**config.mk**
```make
export PLATFORM = sky130hd
export DESIGN_NAME = fan_two_control
export DESIGN_NICKNAME = d
export VERILOG_FILES = /design/src/rtl/fan_two_pkg.sv /design/src/rtl/fan_two_wave.sv /design/src/rtl/fan_two_control.sv
export SDC_FILE = /design/constraint.sdc
export NUM_CORES = 1
export LEC_CHECK = 0
export BUFFER_PORTS_ARGS = -buffer_cell sky130_fd_sc_hd__buf_2
export CORE_ASPECT_RATIO = 0.6
export CORE_MARGIN = 3
export CORE_UTILIZATION = 35
export DETAILED_ROUTE_END_ITERATION = 8
export PLACE_DENSITY = 0.57
export SETUP_SLACK_MARGIN = 0.1
export SLEW_MARGIN = 10
export SYNTH_ARGS = -nofsm -noshare
export SYNTH_HDL_FRONTEND = slang
export SYNTH_SLANG_ARGS = --single-unit
```
**constraint.sdc**
```tcl
create_clock -name clock -period 12.8 [get_ports clock]
set_input_delay 3.2 -clock clock [delete_from_list [all_inputs] [get_ports clock]]
set_output_delay 3.2 -clock clock [all_outputs]
set_load 0.01 [all_outputs]
```
**src/rtl/fan_two_pkg.sv**
```systemverilog
// Constants for the second fan output control block: register map,
// field positions, reset values and spin-up timing.
// Assumes a single 20 MHz clock and byte-wide register access.
package fan_two_pkg;

   // ****************************************************************
   // Register offsets and reset values
   // ****************************************************************
   localparam logic [7:0] source_select_addr   = 8'hCC;
   localparam logic [7:0] override_lock_addr   = 8'hCD;
   localparam logic [7:0] spinup_config_addr   = 8'hCE;
   localparam logic [7:0] source_select_reset  = 8'h00;
   localparam logic [7:0] override_lock_reset  = 8'h00;
   localparam logic [7:0] spinup_config_reset  = 8'h00;

   // ****************************************************************
   // Field positions
   // ****************************************************************
   localparam int zone_bind_lsb          = 0;
   localparam int processor_hot_bind_bit = 4;
   localparam int regulator_hot_bind_bit = 6;
   localparam int manual_enable_bit      = 0;
   localparam int polarity_invert_bit    = 1;
   localparam int hot_lock_enable_bit    = 2;
   localparam int hot_lock_flag_bit      = 3;
   localparam int manual_level_lsb       = 4;
   localparam int spinup_level_lsb       = 0;
   localparam int spinup_dur_msb_bit     = 4;
   localparam int spinup_dur_low_lsb     = 5;

   // ****************************************************************
   // Duty and timing
   // ****************************************************************
   localparam logic [7:0] duty_zero        = 8'h00;
   localparam logic [7:0] duty_full        = 8'hFF;
   localparam logic [7:0] ramp_step        = 8'h01;
   localparam int         clock_period_ns  = 50;
   localparam int         ms_time_ns       = 1000000;
   localparam int         ms_tick_cycles   = ms_time_ns / clock_period_ns;

   // Spin-up duration per four-bit code, in milliseconds
   localparam logic [14:0] spinup_ms_table [16] = '{
      15'h0000, 15'h0064, 15'h00FA, 15'h0190, 15'h02BC, 15'h03E8, 15'h07D0, 15'h0FA0,
      15'h1770, 15'h1F40, 15'h2710, 15'h2EE0, 15'h36B0, 15'h3E80, 15'h4650, 15'h4E20};

endpackage : fan_two_pkg

```
**src/rtl/fan_two_wave.sv**
```systemverilog
// Waveform generator for the second fan output.
// Assumes duty arrives registered on the same clock; frequency is fixed.
module fan_two_wave (
   // Clock and reset
   input  wire logic       clock,
   input  wire logic       reset,
   // Duty and polarity
   input  wire logic [7:0] duty,
   input  wire logic       invert,
   // Pin
   output logic            fan_pin
);

   logic [7:0] count_reg;
   logic       high_next;

   // ****************************************************************
   // Period counter and compare
   // ****************************************************************
   // Counter wraps at 254 so that duty_full alone means always active
   assign high_next = (duty == fan_two_pkg::duty_full) || (count_reg < duty);

   // Period counter
   always_ff @(posedge clock) begin
      if (reset || count_reg == 8'hFE) begin
         count_reg <= 8'h00;
      end else begin
         count_reg <= count_reg + 8'h01;
      end
   end

   always_ff @(posedge clock) begin
      if (reset) begin
         fan_pin <= 1'b0;
      end else begin
         fan_pin <= high_next ^ invert;
      end
   end
endmodule : fan_two_wave

```
**src/rtl/fan_two_control.sv**
```systemverilog
// Control logic for the second fan output: source binding, maximum
// selection, manual override, hot lock, spin-up and register access.
// Assumes zone duties come from table logic on this clock, overheat
// inputs are asynchronous active-high pins, and a register port sits
// behind the management bus interface.
module fan_two_control #(
   parameter int           ms_tick_cycles   = fan_two_pkg::ms_tick_cycles,
   parameter logic [127:0] low_freq_table   = 128'hFFEEDDCCBBAA99887766554433221100,
   parameter logic [127:0] high_freq_table  = 128'hFFFFFFF0E0D0C0B0A090807060504000
) (
   // Clock and reset
   input  wire logic       clock,
   input  wire logic       reset,
   // Register port
   input  wire logic [7:0] reg_addr,
   input  wire logic [7:0] reg_wdata,
   input  wire logic       reg_write,
   input  wire logic       reg_read,
   output logic      [7:0] reg_rdata,
   // Global configuration
   input  wire logic       config_lock,
   input  wire logic       high_freq_map_select,
   // Duty sources
   input  wire logic [7:0] zone_duty_one,
   input  wire logic [7:0] zone_duty_two,
   input  wire logic [7:0] zone_duty_three,
   input  wire logic [7:0] zone_duty_four,
   input  wire logic       processor_overheat_input,
   input  wire logic       regulator_overheat_input,
   // Fan pin
   output logic            fan_output_two
);

   // ****************************************************************
   // Declarations
   // ****************************************************************
   logic [7:0]  source_select_reg;
   logic [7:0]  override_ctl_reg;
   logic [7:0]  spinup_config_reg;
   logic        hot_lock_flag_reg;
   logic [7:0]  duty_reg;
   logic [7:0]  base_duty_reg;
   logic [14:0] tick_count_reg;
   logic        ms_tick_reg;
   logic [14:0] spin_ms_reg;
   logic [1:0]  sync1_reg;
   logic [1:0]  sync2_reg;
   logic [1:0]  sync3_reg;
   logic [1:0]  hot_stable_reg;
   logic [7:0]  ramp_reg [2];

   logic [3:0]  zone_table_bind;
   logic        processor_hot_bind;
   logic        regulator_hot_bind;
   logic [1:0]  hot_bind;
   logic        manual_duty_enable;
   logic        output_polarity_invert;
   logic        hot_lock_enable;
   logic [3:0]  manual_duty_level;
   logic [3:0]  spinup_duty_level;
   logic [3:0]  spinup_duration_code;
   logic [7:0]  override_duty;
   logic [7:0]  spinup_duty;
   logic [7:0]  zone_max;
   logic [7:0]  ramp_max;
   logic [7:0]  base_duty;
   logic [7:0]  duty_next;
   logic        spin_active;
   logic        spin_trigger;
   logic        spinning;
   logic        write_source;
   logic        write_override_any;
   logic        write_override_cfg;
   logic        write_spinup;
   logic        lock_set;
   logic        lock_clear;
   logic [3:0]  applied_code;
   logic [7:0]  override_read;
   logic [7:0]  read_value;

   // ****************************************************************
   // Helper functions
   // ****************************************************************
   // code table
   function automatic logic [7:0] code_to_duty(input logic [3:0] code, input logic hf);
      code_to_duty = hf ? high_freq_table[{code, 3'b000} +: 8] : low_freq_table[{code, 3'b000} +: 8];
   endfunction : code_to_duty

   // Largest code whose duty does not exceed the given duty
   function automatic logic [3:0] duty_to_code(input logic [7:0] duty, input logic hf);
      logic [3:0] result;
      result = 4'h0;
      for (int i = 0; i < 16; i++) begin
         if (code_to_duty(4'(i), hf) <= duty) begin
            result = 4'(i);
         end
      end
      duty_to_code = result;
   endfunction : duty_to_code

   function automatic logic [7:0] max8(input logic [7:0] a, input logic [7:0] b);
      max8 = (a > b) ? a : b;
   endfunction : max8

   // ****************************************************************
   // Field decode
   // ****************************************************************
   // zone bind bits
   assign zone_table_bind        = source_select_reg[fan_two_pkg::zone_bind_lsb +: 4];
   assign processor_hot_bind     = source_select_reg[fan_two_pkg::processor_hot_bind_bit];
   assign regulator_hot_bind     = source_select_reg[fan_two_pkg::regulator_hot_bind_bit];
   assign hot_bind               = {regulator_hot_bind, processor_hot_bind};
   assign manual_duty_enable     = override_ctl_reg[fan_two_pkg::manual_enable_bit];
   assign output_polarity_invert = override_ctl_reg[fan_two_pkg::polarity_invert_bit];
   assign hot_lock_enable        = override_ctl_reg[fan_two_pkg::hot_lock_enable_bit];
   assign manual_duty_level      = override_ctl_reg[fan_two_pkg::manual_level_lsb +: 4];
   assign spinup_duty_level      = spinup_config_reg[fan_two_pkg::spinup_level_lsb +: 4];
   assign spinup_duration_code   = {spinup_config_reg[fan_two_pkg::spinup_dur_msb_bit],
                                    spinup_config_reg[fan_two_pkg::spinup_dur_low_lsb +: 3]};

   // ****************************************************************
   // Overheat input synchronisers
   // ****************************************************************
   // Three stages; a level counts once the second and third agree
   always_ff @(posedge clock) begin
      if (reset) begin
         sync1_reg      <= 2'b00;
         sync2_reg      <= 2'b00;
         sync3_reg      <= 2'b00;
         hot_stable_reg <= 2'b00;
      end else begin
         sync1_reg      <= {regulator_overheat_input, processor_overheat_input};
         sync2_reg      <= sync1_reg;
         sync3_reg      <= sync2_reg;
         hot_stable_reg <= (sync2_reg & sync3_reg) | (hot_stable_reg & (sync2_reg | sync3_reg));
      end
   end

   // ****************************************************************
   // Millisecond tick
   // ****************************************************************
   // Shared time base keeps the spin-up counter only 15 bits wide
   always_ff @(posedge clock) begin
      if (reset || tick_count_reg == 15'(ms_tick_cycles - 1)) begin
         tick_count_reg <= 15'h0000;
      end else begin
         tick_count_reg <= tick_count_reg + 15'h0001;
      end
   end

   always_ff @(posedge clock) begin
      if (reset) begin
         ms_tick_reg <= 1'b0;
      end else begin
         ms_tick_reg <= (tick_count_reg == 15'(ms_tick_cycles - 1));
      end
   end

   // ****************************************************************
   // Overheat ramps
   // ****************************************************************
   // ramp up and down
   for (genvar g = 0; g < 2; g++) begin : gen_ramp
      always_ff @(posedge clock) begin
         if (reset) begin
            ramp_reg[g] <= fan_two_pkg::duty_zero;
         end else if (ms_tick_reg && hot_stable_reg[g] && hot_bind[g]) begin
            ramp_reg[g] <= (ramp_reg[g] > fan_two_pkg::duty_full - fan_two_pkg::ramp_step)
                           ? fan_two_pkg::duty_full : ramp_reg[g] + fan_two_pkg::ramp_step;
         end else if (ms_tick_reg) begin
            ramp_reg[g] <= (ramp_reg[g] < fan_two_pkg::ramp_step)
                           ? fan_two_pkg::duty_zero : ramp_reg[g] - fan_two_pkg::ramp_step;
         end
      end
   end

   // ****************************************************************
   // Duty resolution
   // ****************************************************************
   // manual level mapping
   assign override_duty = manual_duty_enable ? code_to_duty(manual_duty_level, high_freq_map_select)
                                             : fan_two_pkg::duty_zero;
   assign spinup_duty   = code_to_duty(spinup_duty_level, high_freq_map_select);
   assign zone_max = max8(max8(zone_table_bind[0] ? zone_duty_one   : fan_two_pkg::duty_zero,
                               zone_table_bind[1] ? zone_duty_two   : fan_two_pkg::duty_zero),
                          max8(zone_table_bind[2] ? zone_duty_three : fan_two_pkg::duty_zero,
                               zone_table_bind[3] ? zone_duty_four  : fan_two_pkg::duty_zero));
   assign ramp_max = max8(processor_hot_bind ? ramp_reg[0] : fan_two_pkg::duty_zero,
                          regulator_hot_bind ? ramp_reg[1] : fan_two_pkg::duty_zero);
   assign base_duty = hot_lock_flag_reg ? fan_two_pkg::duty_full
                                        : max8(max8(zone_max, ramp_max), override_duty);

   // ****************************************************************
   // Spin-up
   // ****************************************************************
   assign spin_active  = (spin_ms_reg != 15'h0000);
   // zero to non-zero start; zero level disables
   assign spin_trigger = (base_duty_reg == fan_two_pkg::duty_zero) && (base_duty != fan_two_pkg::duty_zero)
                         && (spinup_duty_level != 4'h0) && (spinup_duration_code != 4'h0);
   assign spinning     = spin_active || spin_trigger;
   assign duty_next    = spinning ? max8(spinup_duty, base_duty) : base_duty;

   // duration decode and countdown
   // A fresh zero to non-zero step reloads, even over a count that is ending
   always_ff @(posedge clock) begin
      if (reset) begin
         spin_ms_reg <= 15'h0000;
      end else if (spin_trigger) begin
         spin_ms_reg <= fan_two_pkg::spinup_ms_table[spinup_duration_code];
      end else if (ms_tick_reg && spin_active) begin
         spin_ms_reg <= spin_ms_reg - 15'h0001;
      end
   end

   // Applied duty and previous base duty
   always_ff @(posedge clock) begin
      if (reset) begin
         duty_reg      <= fan_two_pkg::duty_zero;
         base_duty_reg <= fan_two_pkg::duty_zero;
      end else begin
         duty_reg      <= duty_next;
         base_duty_reg <= base_duty;
      end
   end

   // ****************************************************************
   // Register writes
   // ****************************************************************
   // global lock guards configuration but not the lock flag
   assign write_source       = reg_write && !config_lock && reg_addr == fan_two_pkg::source_select_addr;
   assign write_override_any = reg_write && reg_addr == fan_two_pkg::override_lock_addr;
   assign write_override_cfg = write_override_any && !config_lock;
   assign write_spinup       = reg_write && !config_lock && reg_addr == fan_two_pkg::spinup_config_addr;
   // bound processor overheat sets lock only when enabled
   assign lock_set   = hot_lock_enable && processor_hot_bind && hot_stable_reg[0];
   assign lock_clear = write_override_any && !reg_wdata[fan_two_pkg::hot_lock_flag_bit];

   always_ff @(posedge clock) begin
      if (reset) begin
         source_select_reg <= fan_two_pkg::source_select_reset;
         override_ctl_reg  <= fan_two_pkg::override_lock_reset;
         spinup_config_reg <= fan_two_pkg::spinup_config_reset;
      end else begin
         if (write_source) begin
            source_select_reg <= reg_wdata;
         end
         if (write_override_cfg) begin
            override_ctl_reg <= reg_wdata;
         end
         if (write_spinup) begin
            spinup_config_reg <= reg_wdata;
         end
      end
   end

   // set wins over a clear in the same cycle
   always_ff @(posedge clock) begin
      if (reset) begin
         hot_lock_flag_reg <= 1'b0;
      end else if (lock_set) begin
         hot_lock_flag_reg <= 1'b1;
      end else if (lock_clear) begin
         hot_lock_flag_reg <= 1'b0;
      end
   end

   // ****************************************************************
   // Register reads
   // ****************************************************************
   // applied level; zero while spinning
   assign applied_code  = spin_active ? 4'h0 : duty_to_code(duty_reg, high_freq_map_select);
   assign override_read = {applied_code, hot_lock_flag_reg, override_ctl_reg[2:0]};
   assign read_value    = (reg_addr == fan_two_pkg::source_select_addr) ? source_select_reg :
                          (reg_addr == fan_two_pkg::override_lock_addr) ? override_read :
                          (reg_addr == fan_two_pkg::spinup_config_addr) ? spinup_config_reg : 8'h00;

   always_ff @(posedge clock) begin
      if (reset) begin
         reg_rdata <= 8'h00;
      end else if (reg_read) begin
         reg_rdata <= read_value;
      end
   end

   // ****************************************************************
   // Output stage
   // ****************************************************************
   fan_two_wave wave (
      .clock   (clock),
      .reset   (reset),
      .duty    (duty_reg),
      .invert  (output_polarity_invert),
      .fan_pin (fan_output_two)
   );
endmodule : fan_two_control

```
==> impl_metrics.ini, run 1 <==
[placement]
dpl.cell_count = 1569
gp_congestion = 0.987
placement.io_buffers = 64
hpwlAfterDp_um = 20900

[power_and_ir_drop]
power_frac_seq_pct = 49.2
p_leak_nw = 4.18
switching_share_pct = 26.6
p_total_uw = 751
power.switching_uw = 200
p_int_uw = 552
vdd_drop_max_v = 0.0000633
p_clk_share_pct = 40.1
powerDensity_nw_per_um2 = 73.8
pwr-share-comb_pct = 10.7

[yosys]
synthesis.nets = 1360
ys_types = 81
seq_area_frac_synth_pct = 25.8
ys_ff_latch = 112
postSynth.asyncResetShare_pct = 0
syn-cell-area_um2 = 9300
yosys_warnings = 0
synth-main-ff-cell = dfxtp_1
synth_cells = 1202
synth_edf_count = 16
synth.avg_cell_area_um2 = 7.73

[global_route]
grt_pass1_vias = 7592
grt_max_degree = 74
grt.total_usage_pct = 18.5
grt_overflow_total = 0
antenna_found_initial = 0
grt_pass1_wl_um = 42400

[clock_network]
cts_tree = yes
root_buffer = clkbuf_16
hold_buffers = 0
cts_made_buffers = 9
cts.sinks = 112
cts_htree_levels = 3
clk_pin_slew_ns = 0.08
clk-insertion-delay-late_ns = 0.38
cts_buffer_depth = 2

[floorplanning]
start_util_pct = 36.2
fp-row-count = 45
boundaryPins = 65
die_w_um = 216
dieArea_um2 = 28600
die_h_um = 132
fp.coreArea_um2 = 25700

[sta]
min_period_ns = 11.86
finalHoldViolCount = 0
finalSetupViolCount = 0
fmax_mhz = 84.3
fin_skew_ns = 0.00932
slew_headroom_pct = 29.4
slew_violations = 0
final.setup.tns_ns = 0
worstMarginPinSlew_ns = 1.05
rsz0062_at_grt = false
post-route-period-util_pct = 92.6

[final_layout]
nets = 1386
final_layout_size_suffix_gt1_share_pct = 9.33
nFillCells = 2670
fin_cells = 1585
largest_reg_flops = 16
syn_to_final_growth_pct = 9.46
diodes = 0

[drt]
ant_nets = 0
drt-pass1-iter-count = 7
first_iter_violations = 826
wl_um = 26800
detail_route.wl_per_cell_um = 16.9
vias = 8787
drc = 0
via_per_inst = 5.54

[setup_path]
cp_slowest_cell = or4_1
cp-end-kind = register
max_stage_delay_ns = 0.56
worstSetupPathType = in2reg
crit_family = compound AO/OA/AOI/OAI gates
cp.arrival_ns = 12.12
crit_fanout = 12
critPathBufInv = 4
required_ns = 13.07
setup.worst_path.start_class = input port

[run]
maxCapViolations = 0

[worst_hold_path]
min_path_type = reg2reg

[status]
status = completed
==> worst paths after layout <==
path	start	endpoint	slack, ns	cells after the start
setup / recovery	zone_duty_three[7]	duty_reg[1]	0.94	43
hold reg to reg	sync1_reg[1]	sync2_reg[1]	0.44	1
hold / removal	sync1_reg[1]	sync2_reg[1]	0.44	1
setup reg to reg	source_select_reg[3]	duty_reg[1]	3.03	41
==> cell usage after synthesis (all sizes together), types with 22 or more instances <==
cell type,instances,area [um^2]
o21ai,84,420
ha,102,1280
a211oi,22,175
xnor2,26,228
nor2,145,544
nor3,28,151
a21oi,79,410
mux2i,34,340
nand3,47,235
dfxtp,96,1920
inv,54,203
nand2,131,494
nor2b,23,144
clkbuf,42,158
and2,22,138
==> power by group through the flow <==
stage / sequential (mW) / clock [mW] / combinational [mW]
6_report: 0.369 / 0.301 / 0.0807
4_1_cts: 0.369 / 0.312 / 0.0791
2_1_floorplan: 0.373 / 0 / 0.0532
3_5_place_dp: 0.377 / 0 / 0.0787
5_1_grt: 0.370 / 0.323 / 0.0893
3_3_place_gp: 0.377 / 0 / 0.0792
==> metrics by stage <==
| step | utilization [%] | hold slack, ns | setup slack (ns) | area (um^2) |
|---|---|---|---|---|
| final | 39.6 | 0.442 | 0.943 | 10200 |
| after global routing | 39.6 | 0.464 | 0.192 | 10200 |
| after CTS | 39.6 | 0.449 | 0.892 | 10200 |
| after detailed placement | 38.5 | 0.441 | 0.514 | 9870 |
| after global placement | 38.5 | 0.432 | 0.741 | 9870 |
| after floorplan | - | 0.414 | 1.57 | 9300 |
==> routing by layer <==
| metal | track usage [%] | vias up | share of wire (%) |
|---|---|---|---|
| met1 | 30.4 | 4025 | 52 |
| met2 | 22.8 | 380 | 36 |
| met3 | 5.92 | 13 | 11 |
| met5 | 0 | - | 0 |
| li1 | - | 4369 | - |
| met4 | 2.99 | 0 | 0.57 |
==> cells by family (layout without fill, tap and decap cells) <==
family,count (synthesis),after routing,share of synthesized area [%]
xor gates and xnor gates,44,44,4.15
and+or+nand+nor,485,485,24.8
adders and majority gates,103,103,13.9
AOI/OAI and AO/OA,298,298,20.7
DFF,112,112,25.8
buffers and inverters,109,140,4.59
muxes,51,51,6.04
==> final cells by class <==
type	instances	area [um^2]	share of cell area, %
inverter	55	206	2.03
multi-input combinational	981	6470	63.6
timing repair buffer	69	358	3.52
sequential	112	2400	23.6
clock inverter	3	47.5	0.467
clock buffer	13	250	2.46
tap	352	440	4.33
==> placed cells by master, fill, tap and decap left out, drive strengths merged, types with 18 or more instances in the layout <==
cell / n
a211oi: 22
a21oi: 79
mux2i: 34
inv: 56
a21o: 18
buf: 69
and2: 22
o21ai: 84
nand3: 47
xnor2: 26
nor3: 28
xor2: 18
nand2: 131
ha: 102
nor2: 145
nor2b: 23
dfxtp: 96
==> what timing repair did <==
| item | in CTS | in global routing |
|---|---|---|
| buffers inserted | 0 | 0 |
| gates resized for setup | 0 | 2 |
| endpoints found under the setup margin | 0 | 2 |
No activity file was read; power rests on OpenSTA's default activity.
==> run 2, diff against run 1 <==
--- a/config.mk
+++ b/config.mk
@@ -10,7 +10,8 @@
 export CORE_MARGIN = 3
 export CORE_UTILIZATION = 35
 export DETAILED_ROUTE_END_ITERATION = 8
-export PLACE_DENSITY = 0.57
+export PLACE_DENSITY_LB_ADDON = 0.3
+export REMOVE_ABC_BUFFERS = 1
 export SETUP_SLACK_MARGIN = 0.1
 export SLEW_MARGIN = 10
 export SYNTH_ARGS = -nofsm -noshare
==> run 2 against run 1 <==
Net effect:
- global-route usage about the same
- count of clock-buffer cells in the layout decreased by 4
- core utilization increased by 0.059 points
- die area unchanged
- critical path type unchanged
- largest cell class unchanged
- largest power group unchanged
==> impl_metrics.ini, run 2 (synthesized netlist as in run 1, its figures left out) <==
[final_layout]
layout_common_cells = nor2_1, nand2_1, ha_1
final_common_cell = nor2_1
fin_cells = 1586
fin_area_um2 = 10200
final_layout_size_suffix_gt1_share_pct = 9.65
syn_to_final_growth_pct = 9.62
nets = 1386
largest_reg_flops = 16
fin_util_pct = 39.7

[setup_path]
rrSetupSlack_ns = 3.02
reg2reg_from = source_select_reg[3]
max_stage_delay_ns = 0.50
cp-end-kind = register
rr_endpoint = duty_reg[1]
required_ns = 13.05
cp_slowest_cell = o21ai_0
worstSetupPathType = in2reg
cp.arrival_ns = 12.11
crit_fanout = 13
r2r_cells = 43
setup.worst_path.start_class = input port

[sta]
fin_ws_ns = 0.940
rsz0062_at_grt = false
slew_headroom_pct = 31.2
fmax_mhz = 84.3
fin_skew_ns = 0.0151
final.setup.tns_ns = 0
post-route-period-util_pct = 92.7
min_period_ns = 11.86
finalSetupViolCount = 0
worstMarginPinSlew_ns = 1.02
slew_violations = 0
finalHoldViolCount = 0

[worst_hold_path]
hold_depth = 1
min_path_type = reg2reg
min_from = sync1_reg[0]
whs_endpoint = sync2_reg[0]

[power_and_ir_drop]
p_int_uw = 547
switching_share_pct = 26.7
power.switching_uw = 199
p_leak_nw = 4.19
power_frac_seq_pct = 49.5
powerDensity_nw_per_um2 = 73.2
p_clk_share_pct = 39.8
vdd_drop_max_v = 0.0000617
pwr-share-comb_pct = 10.7

[global_route]
antenna_found_initial = 1
grt.total_usage_pct = 18.6
grt_max_degree = 65
grt_pass1_vias = 7960
grt_overflow_total = 0
grt_pass1_wl_um = 42900

[clock_network]
cts_buffer_depth = 2
cts_tree = yes
cts_made_buffers = 9
clk_pin_slew_ns = 0.07
hold_buffers = 0
clk-insertion-delay-late_ns = 0.37
cts_htree_levels = 3
cts.sinks = 112
root_buffer = clkbuf_16

[floorplanning]
fp.coreArea_um2 = 25700
die_h_um = 132
fp-row-count = 45
dieArea_um2 = 28600
start_util_pct = 36.2
boundaryPins = 65
die_w_um = 216

[placement]
hpwlAfterDp_um = 21000
placed_cell_area_um2 = 9870
placement.io_buffers = 64
dpl.cell_count = 1569
place_ws_ns = 0.388
gp_congestion = 1.00

[drt]
vias = 8806
drc = 0
ant_nets = 0
via_per_inst = 5.55
detail_route.wl_per_cell_um = 16.9
drt-pass1-iter-count = 6
first_iter_violations = 1093
wl_um = 26900

[run]
maxCapViolations = 0

[status]
status = completed
[run 2: cell count changes in the layout (fill, tap and decap cells not counted), sizes merged]
| cell | previous run | this run |
|---|---|---|
| clkbuf | 13 | 9 |
| clkinv | 1 | 4 |
| diode | 0 | 1 |
| clkinvlp | 0 | 1 |
[run 2: metrics by stage]
| stage | hold slack (ns) | total power, mW |
|---|---|---|
| finish | 0.447 | 0.746 |
| global route | 0.476 | 0.776 |
| CTS | 0.453 | 0.752 |
| detailed placement | 0.436 | 0.455 |
| global placement | 0.434 | 0.454 |
| floorplan | 0.414 | 0.421 |
[run 2: repair_timing]
action                     in CTS  in global routing
setup endpoints to repair       0                  7
resized for setup               0                  2
buffers inserted                0                  0
[run 2: worst max path at each step]
stage | start | endpoint | slack (ns) | cells after the start
detailed placement | zone_duty_three[7] | duty_reg[1] | 0.39 | 45
finish | zone_duty_two[0] | duty_reg[1] | 0.94 | 49
floorplan | zone_duty_three[7] | duty_reg[1] | 1.03 | 44
global route | zone_duty_three[7] | duty_reg[1] | 0.12 | 44
global placement | zone_duty_three[7] | duty_reg[1] | 0.64 | 46
CTS | zone_duty_three[7] | duty_reg[1] | 0.75 | 45
[run 2: cell type report]
type | count | area [um^2]
clock inverter | 7 | 81.3
antenna | 1 | 2.50
tap | 352 | 440
clock buffer | 9 | 225
timing repair buffer | 69 | 358
fill | 2673 | 15500
multi-input combinational | 981 | 6470
sequential | 112 | 2400
inverter | 55 | 206
[run 2: critical path: cells and delay by family]
kind | cells | cell delay, ns
and+or+nand+nor | 12 | 1.72
adders and majority gates | 5 | 1.42
buffers and inverters | 6 | 0.96
AOI/OAI and AO/OA | 25 | 4.47
muxes | 1 | 0.33
[run 2: power by group through the flow]
| stage | Clock (mW) | Sequential (mW) | Combinational [mW] |
|---|---|---|---|
| 6_report | 0.297 | 0.369 | 0.0800 |
| 5_1_grt | 0.317 | 0.370 | 0.0885 |
| 4_1_cts | 0.305 | 0.369 | 0.0781 |
| 3_5_place_dp | 0 | 0.377 | 0.0775 |
| 3_3_place_gp | 0 | 0.377 | 0.0774 |
| 2_1_floorplan | 0 | 0.375 | 0.0460 |
[run 2: per-layer routing]
layer | GRT usage, % | vias up | routed length [um]
met3 | 6.08 | 15 | 2670
met5 | 0 | - | 7
li1 | - | 4368 | -
met1 | 31.1 | 4087 | 14900
met4 | 3.13 | 2 | 182
met2 | 21.7 | 334 | 9150
==> run 3, diff against run 2 <==
--- a/config.mk
+++ b/config.mk
@@ -8,7 +8,7 @@
 export BUFFER_PORTS_ARGS = -buffer_cell sky130_fd_sc_hd__buf_2
 export CORE_ASPECT_RATIO = 0.6
 export CORE_MARGIN = 3
-export CORE_UTILIZATION = 35
+export CORE_UTILIZATION = 60
 export DETAILED_ROUTE_END_ITERATION = 8
 export PLACE_DENSITY_LB_ADDON = 0.3
 export REMOVE_ABC_BUFFERS = 1
==> run 3 against run 2 <==
Net effect:
- worst hold slack gained 0.013 ns
- register-to-register slack gained 0.06 ns
- global-route usage grew 10 points
- sequential cell count is the same
- worst setup slack gained 0.083 ns
- clock power shrank 2%
- fmax grew 0.71%
- cell count shrank 9.7%
- non-clock buffer count grew 1
- largest power group unchanged
- sequential power is essentially flat
==> impl_metrics.ini, run 3 (synthesized netlist as in run 1, its figures left out) <==
[sta]
slew_headroom_pct = 26.9
final.setup.tns_ns = 0
finalSetupViolCount = 0
holdWs_ns = 0.460
fin_skew_ns = 0.0115
finalHoldViolCount = 0
worstMarginPinSlew_ns = 1.09
post-route-period-util_pct = 92.0
fmax_mhz = 84.9
rsz0062_at_grt = false
min_period_ns = 11.78
slew_violations = 0

[worst_hold_path]
hold_depth = 1
whs_endpoint = sync2_reg[1]
min_from = sync1_reg[1]
min_path_type = reg2reg

[power_and_ir_drop]
p_total_uw = 739
vdd_drop_max_v = 0.0000632
pwr-share-comb_pct = 10.7
switching_share_pct = 26.0
powerDensity_nw_per_um2 = 73.9
p_clk_share_pct = 39.3
p_leak_nw = 4.19
power_frac_seq_pct = 50.0
p_int_uw = 546
power.switching_uw = 192

[setup_path]
crit_fanout = 12
cpMostUsedCell = ha_1
max_stage_delay_ns = 0.55
rr_endpoint = duty_reg[1]
r2r_cells = 42
setup.worst_path.start_class = input port
crit_family = compound AO/OA/AOI/OAI gates
critPathBufInv = 4
worstSetupPathType = in2reg
required_ns = 13.04
rrSetupSlack_ns = 3.08
cp-end-kind = register
cp_slowest_cell = or4_1
reg2reg_from = source_select_reg[3]
cp.arrival_ns = 12.01

[status]
status = completed

[placement]
placement.io_buffers = 64
hpwlAfterDp_um = 18800
gp_congestion = 0.994

[drt]
first_iter_violations = 1154
wl_um = 24800
drc = 0
drt-pass1-iter-count = 8
via_per_inst = 6.32
detail_route.wl_per_cell_um = 17.3
vias = 9045
ant_nets = 0

[clock_network]
hold_buffers = 0
root_buffer = clkbuf_16
cts.sinks = 112
post_cts_resized = 0
clk_pin_slew_ns = 0.08
cts_buffer_depth = 2
cts_htree_levels = 3
cts_made_buffers = 9
clk-insertion-delay-late_ns = 0.36
cts_tree = yes
cts_setup_buffers = 0

[floorplanning]
dieArea_um2 = 17100
boundaryPins = 65
fp-row-count = 34
die_h_um = 102
die_w_um = 167
fp.coreArea_um2 = 14800
start_util_pct = 62.8

[final_layout]
layout_common_cells = nor2_1, nand2_1, ha_1
syn_to_final_growth_pct = 7.54
final_layout_size_suffix_gt1_share_pct = 9.64
diodes = 0
nets = 1387
final_common_cell = nor2_1
largest_reg_flops = 16
nFillCells = 1245

[global_route]
grt_max_degree = 66
grt.total_usage_pct = 28.9
grt_overflow_total = 0
grt_pass1_vias = 8099
antenna_found_initial = 0
grt_pass1_wl_um = 40900

[run]
maxCapViolations = 0
[run 3: area by class of cell]
class	count	area, um^2	area share, %
Timing Repair Buffer	70	365	3.65
Sequential cell	112	2400	24.0
Tap cell	198	248	2.48
Clock buffer	11	233	2.33
Clock inverter	5	61.3	0.613
Inverter	55	206	2.07
Multi-Input combinational cell	981	6480	64.8
[run 3: per-stage QoR]
stage,utilization [%],instances,cell area [um^2],setup slack [ns]
after floorplan,-,1148,9080,1.03
final,67.5,1432,10000,1.02
after CTS,67.4,1432,9980,0.775
after global routing,67.5,1432,10000,0.255
after global placement,65.4,1416,9690,0.682
after detailed placement,65.4,1416,9690,0.421
[run 3: worst max path at each step]
stage	startpoint	to	slack, ns	cells past startpoint
after floorplan	zone_duty_three[7]	duty_reg[1]	1.03	44
after global placement	zone_duty_three[7]	duty_reg[1]	0.68	43
after detailed placement	zone_duty_three[7]	duty_reg[1]	0.42	44
after CTS	zone_duty_three[7]	duty_reg[1]	0.77	45
after global routing	zone_duty_three[7]	duty_reg[1]	0.25	45
final	zone_duty_three[7]	duty_reg[1]	1.02	44
[run 3: power groups by stage]
| stage | logic [mW] | clock network (mW) | registers, mW |
|---|---|---|---|
| 6_report | 0.0790 | 0.291 | 0.369 |
| 5_1_grt | 0.0879 | 0.305 | 0.370 |
| 4_1_cts | 0.0773 | 0.293 | 0.369 |
| 3_5_place_dp | 0.0763 | 0 | 0.377 |
| 3_3_place_gp | 0.0757 | 0 | 0.377 |
| 2_1_floorplan | 0.0460 | 0 | 0.375 |
[run 3: routing by layer]
layer | GRT usage (%) | vias to the layer above | wire (um) | part of all wire, %
met1 | 44.8 | 4201 | 12400 | 50
met2 | 40.3 | 457 | 9210 | 37
li1 | - | 4365 | - | -
met3 | 8.50 | 22 | 2960 | 12
met4 | 3.80 | 0 | 190 | 0.77
met5 | 0 | - | 0 | 0
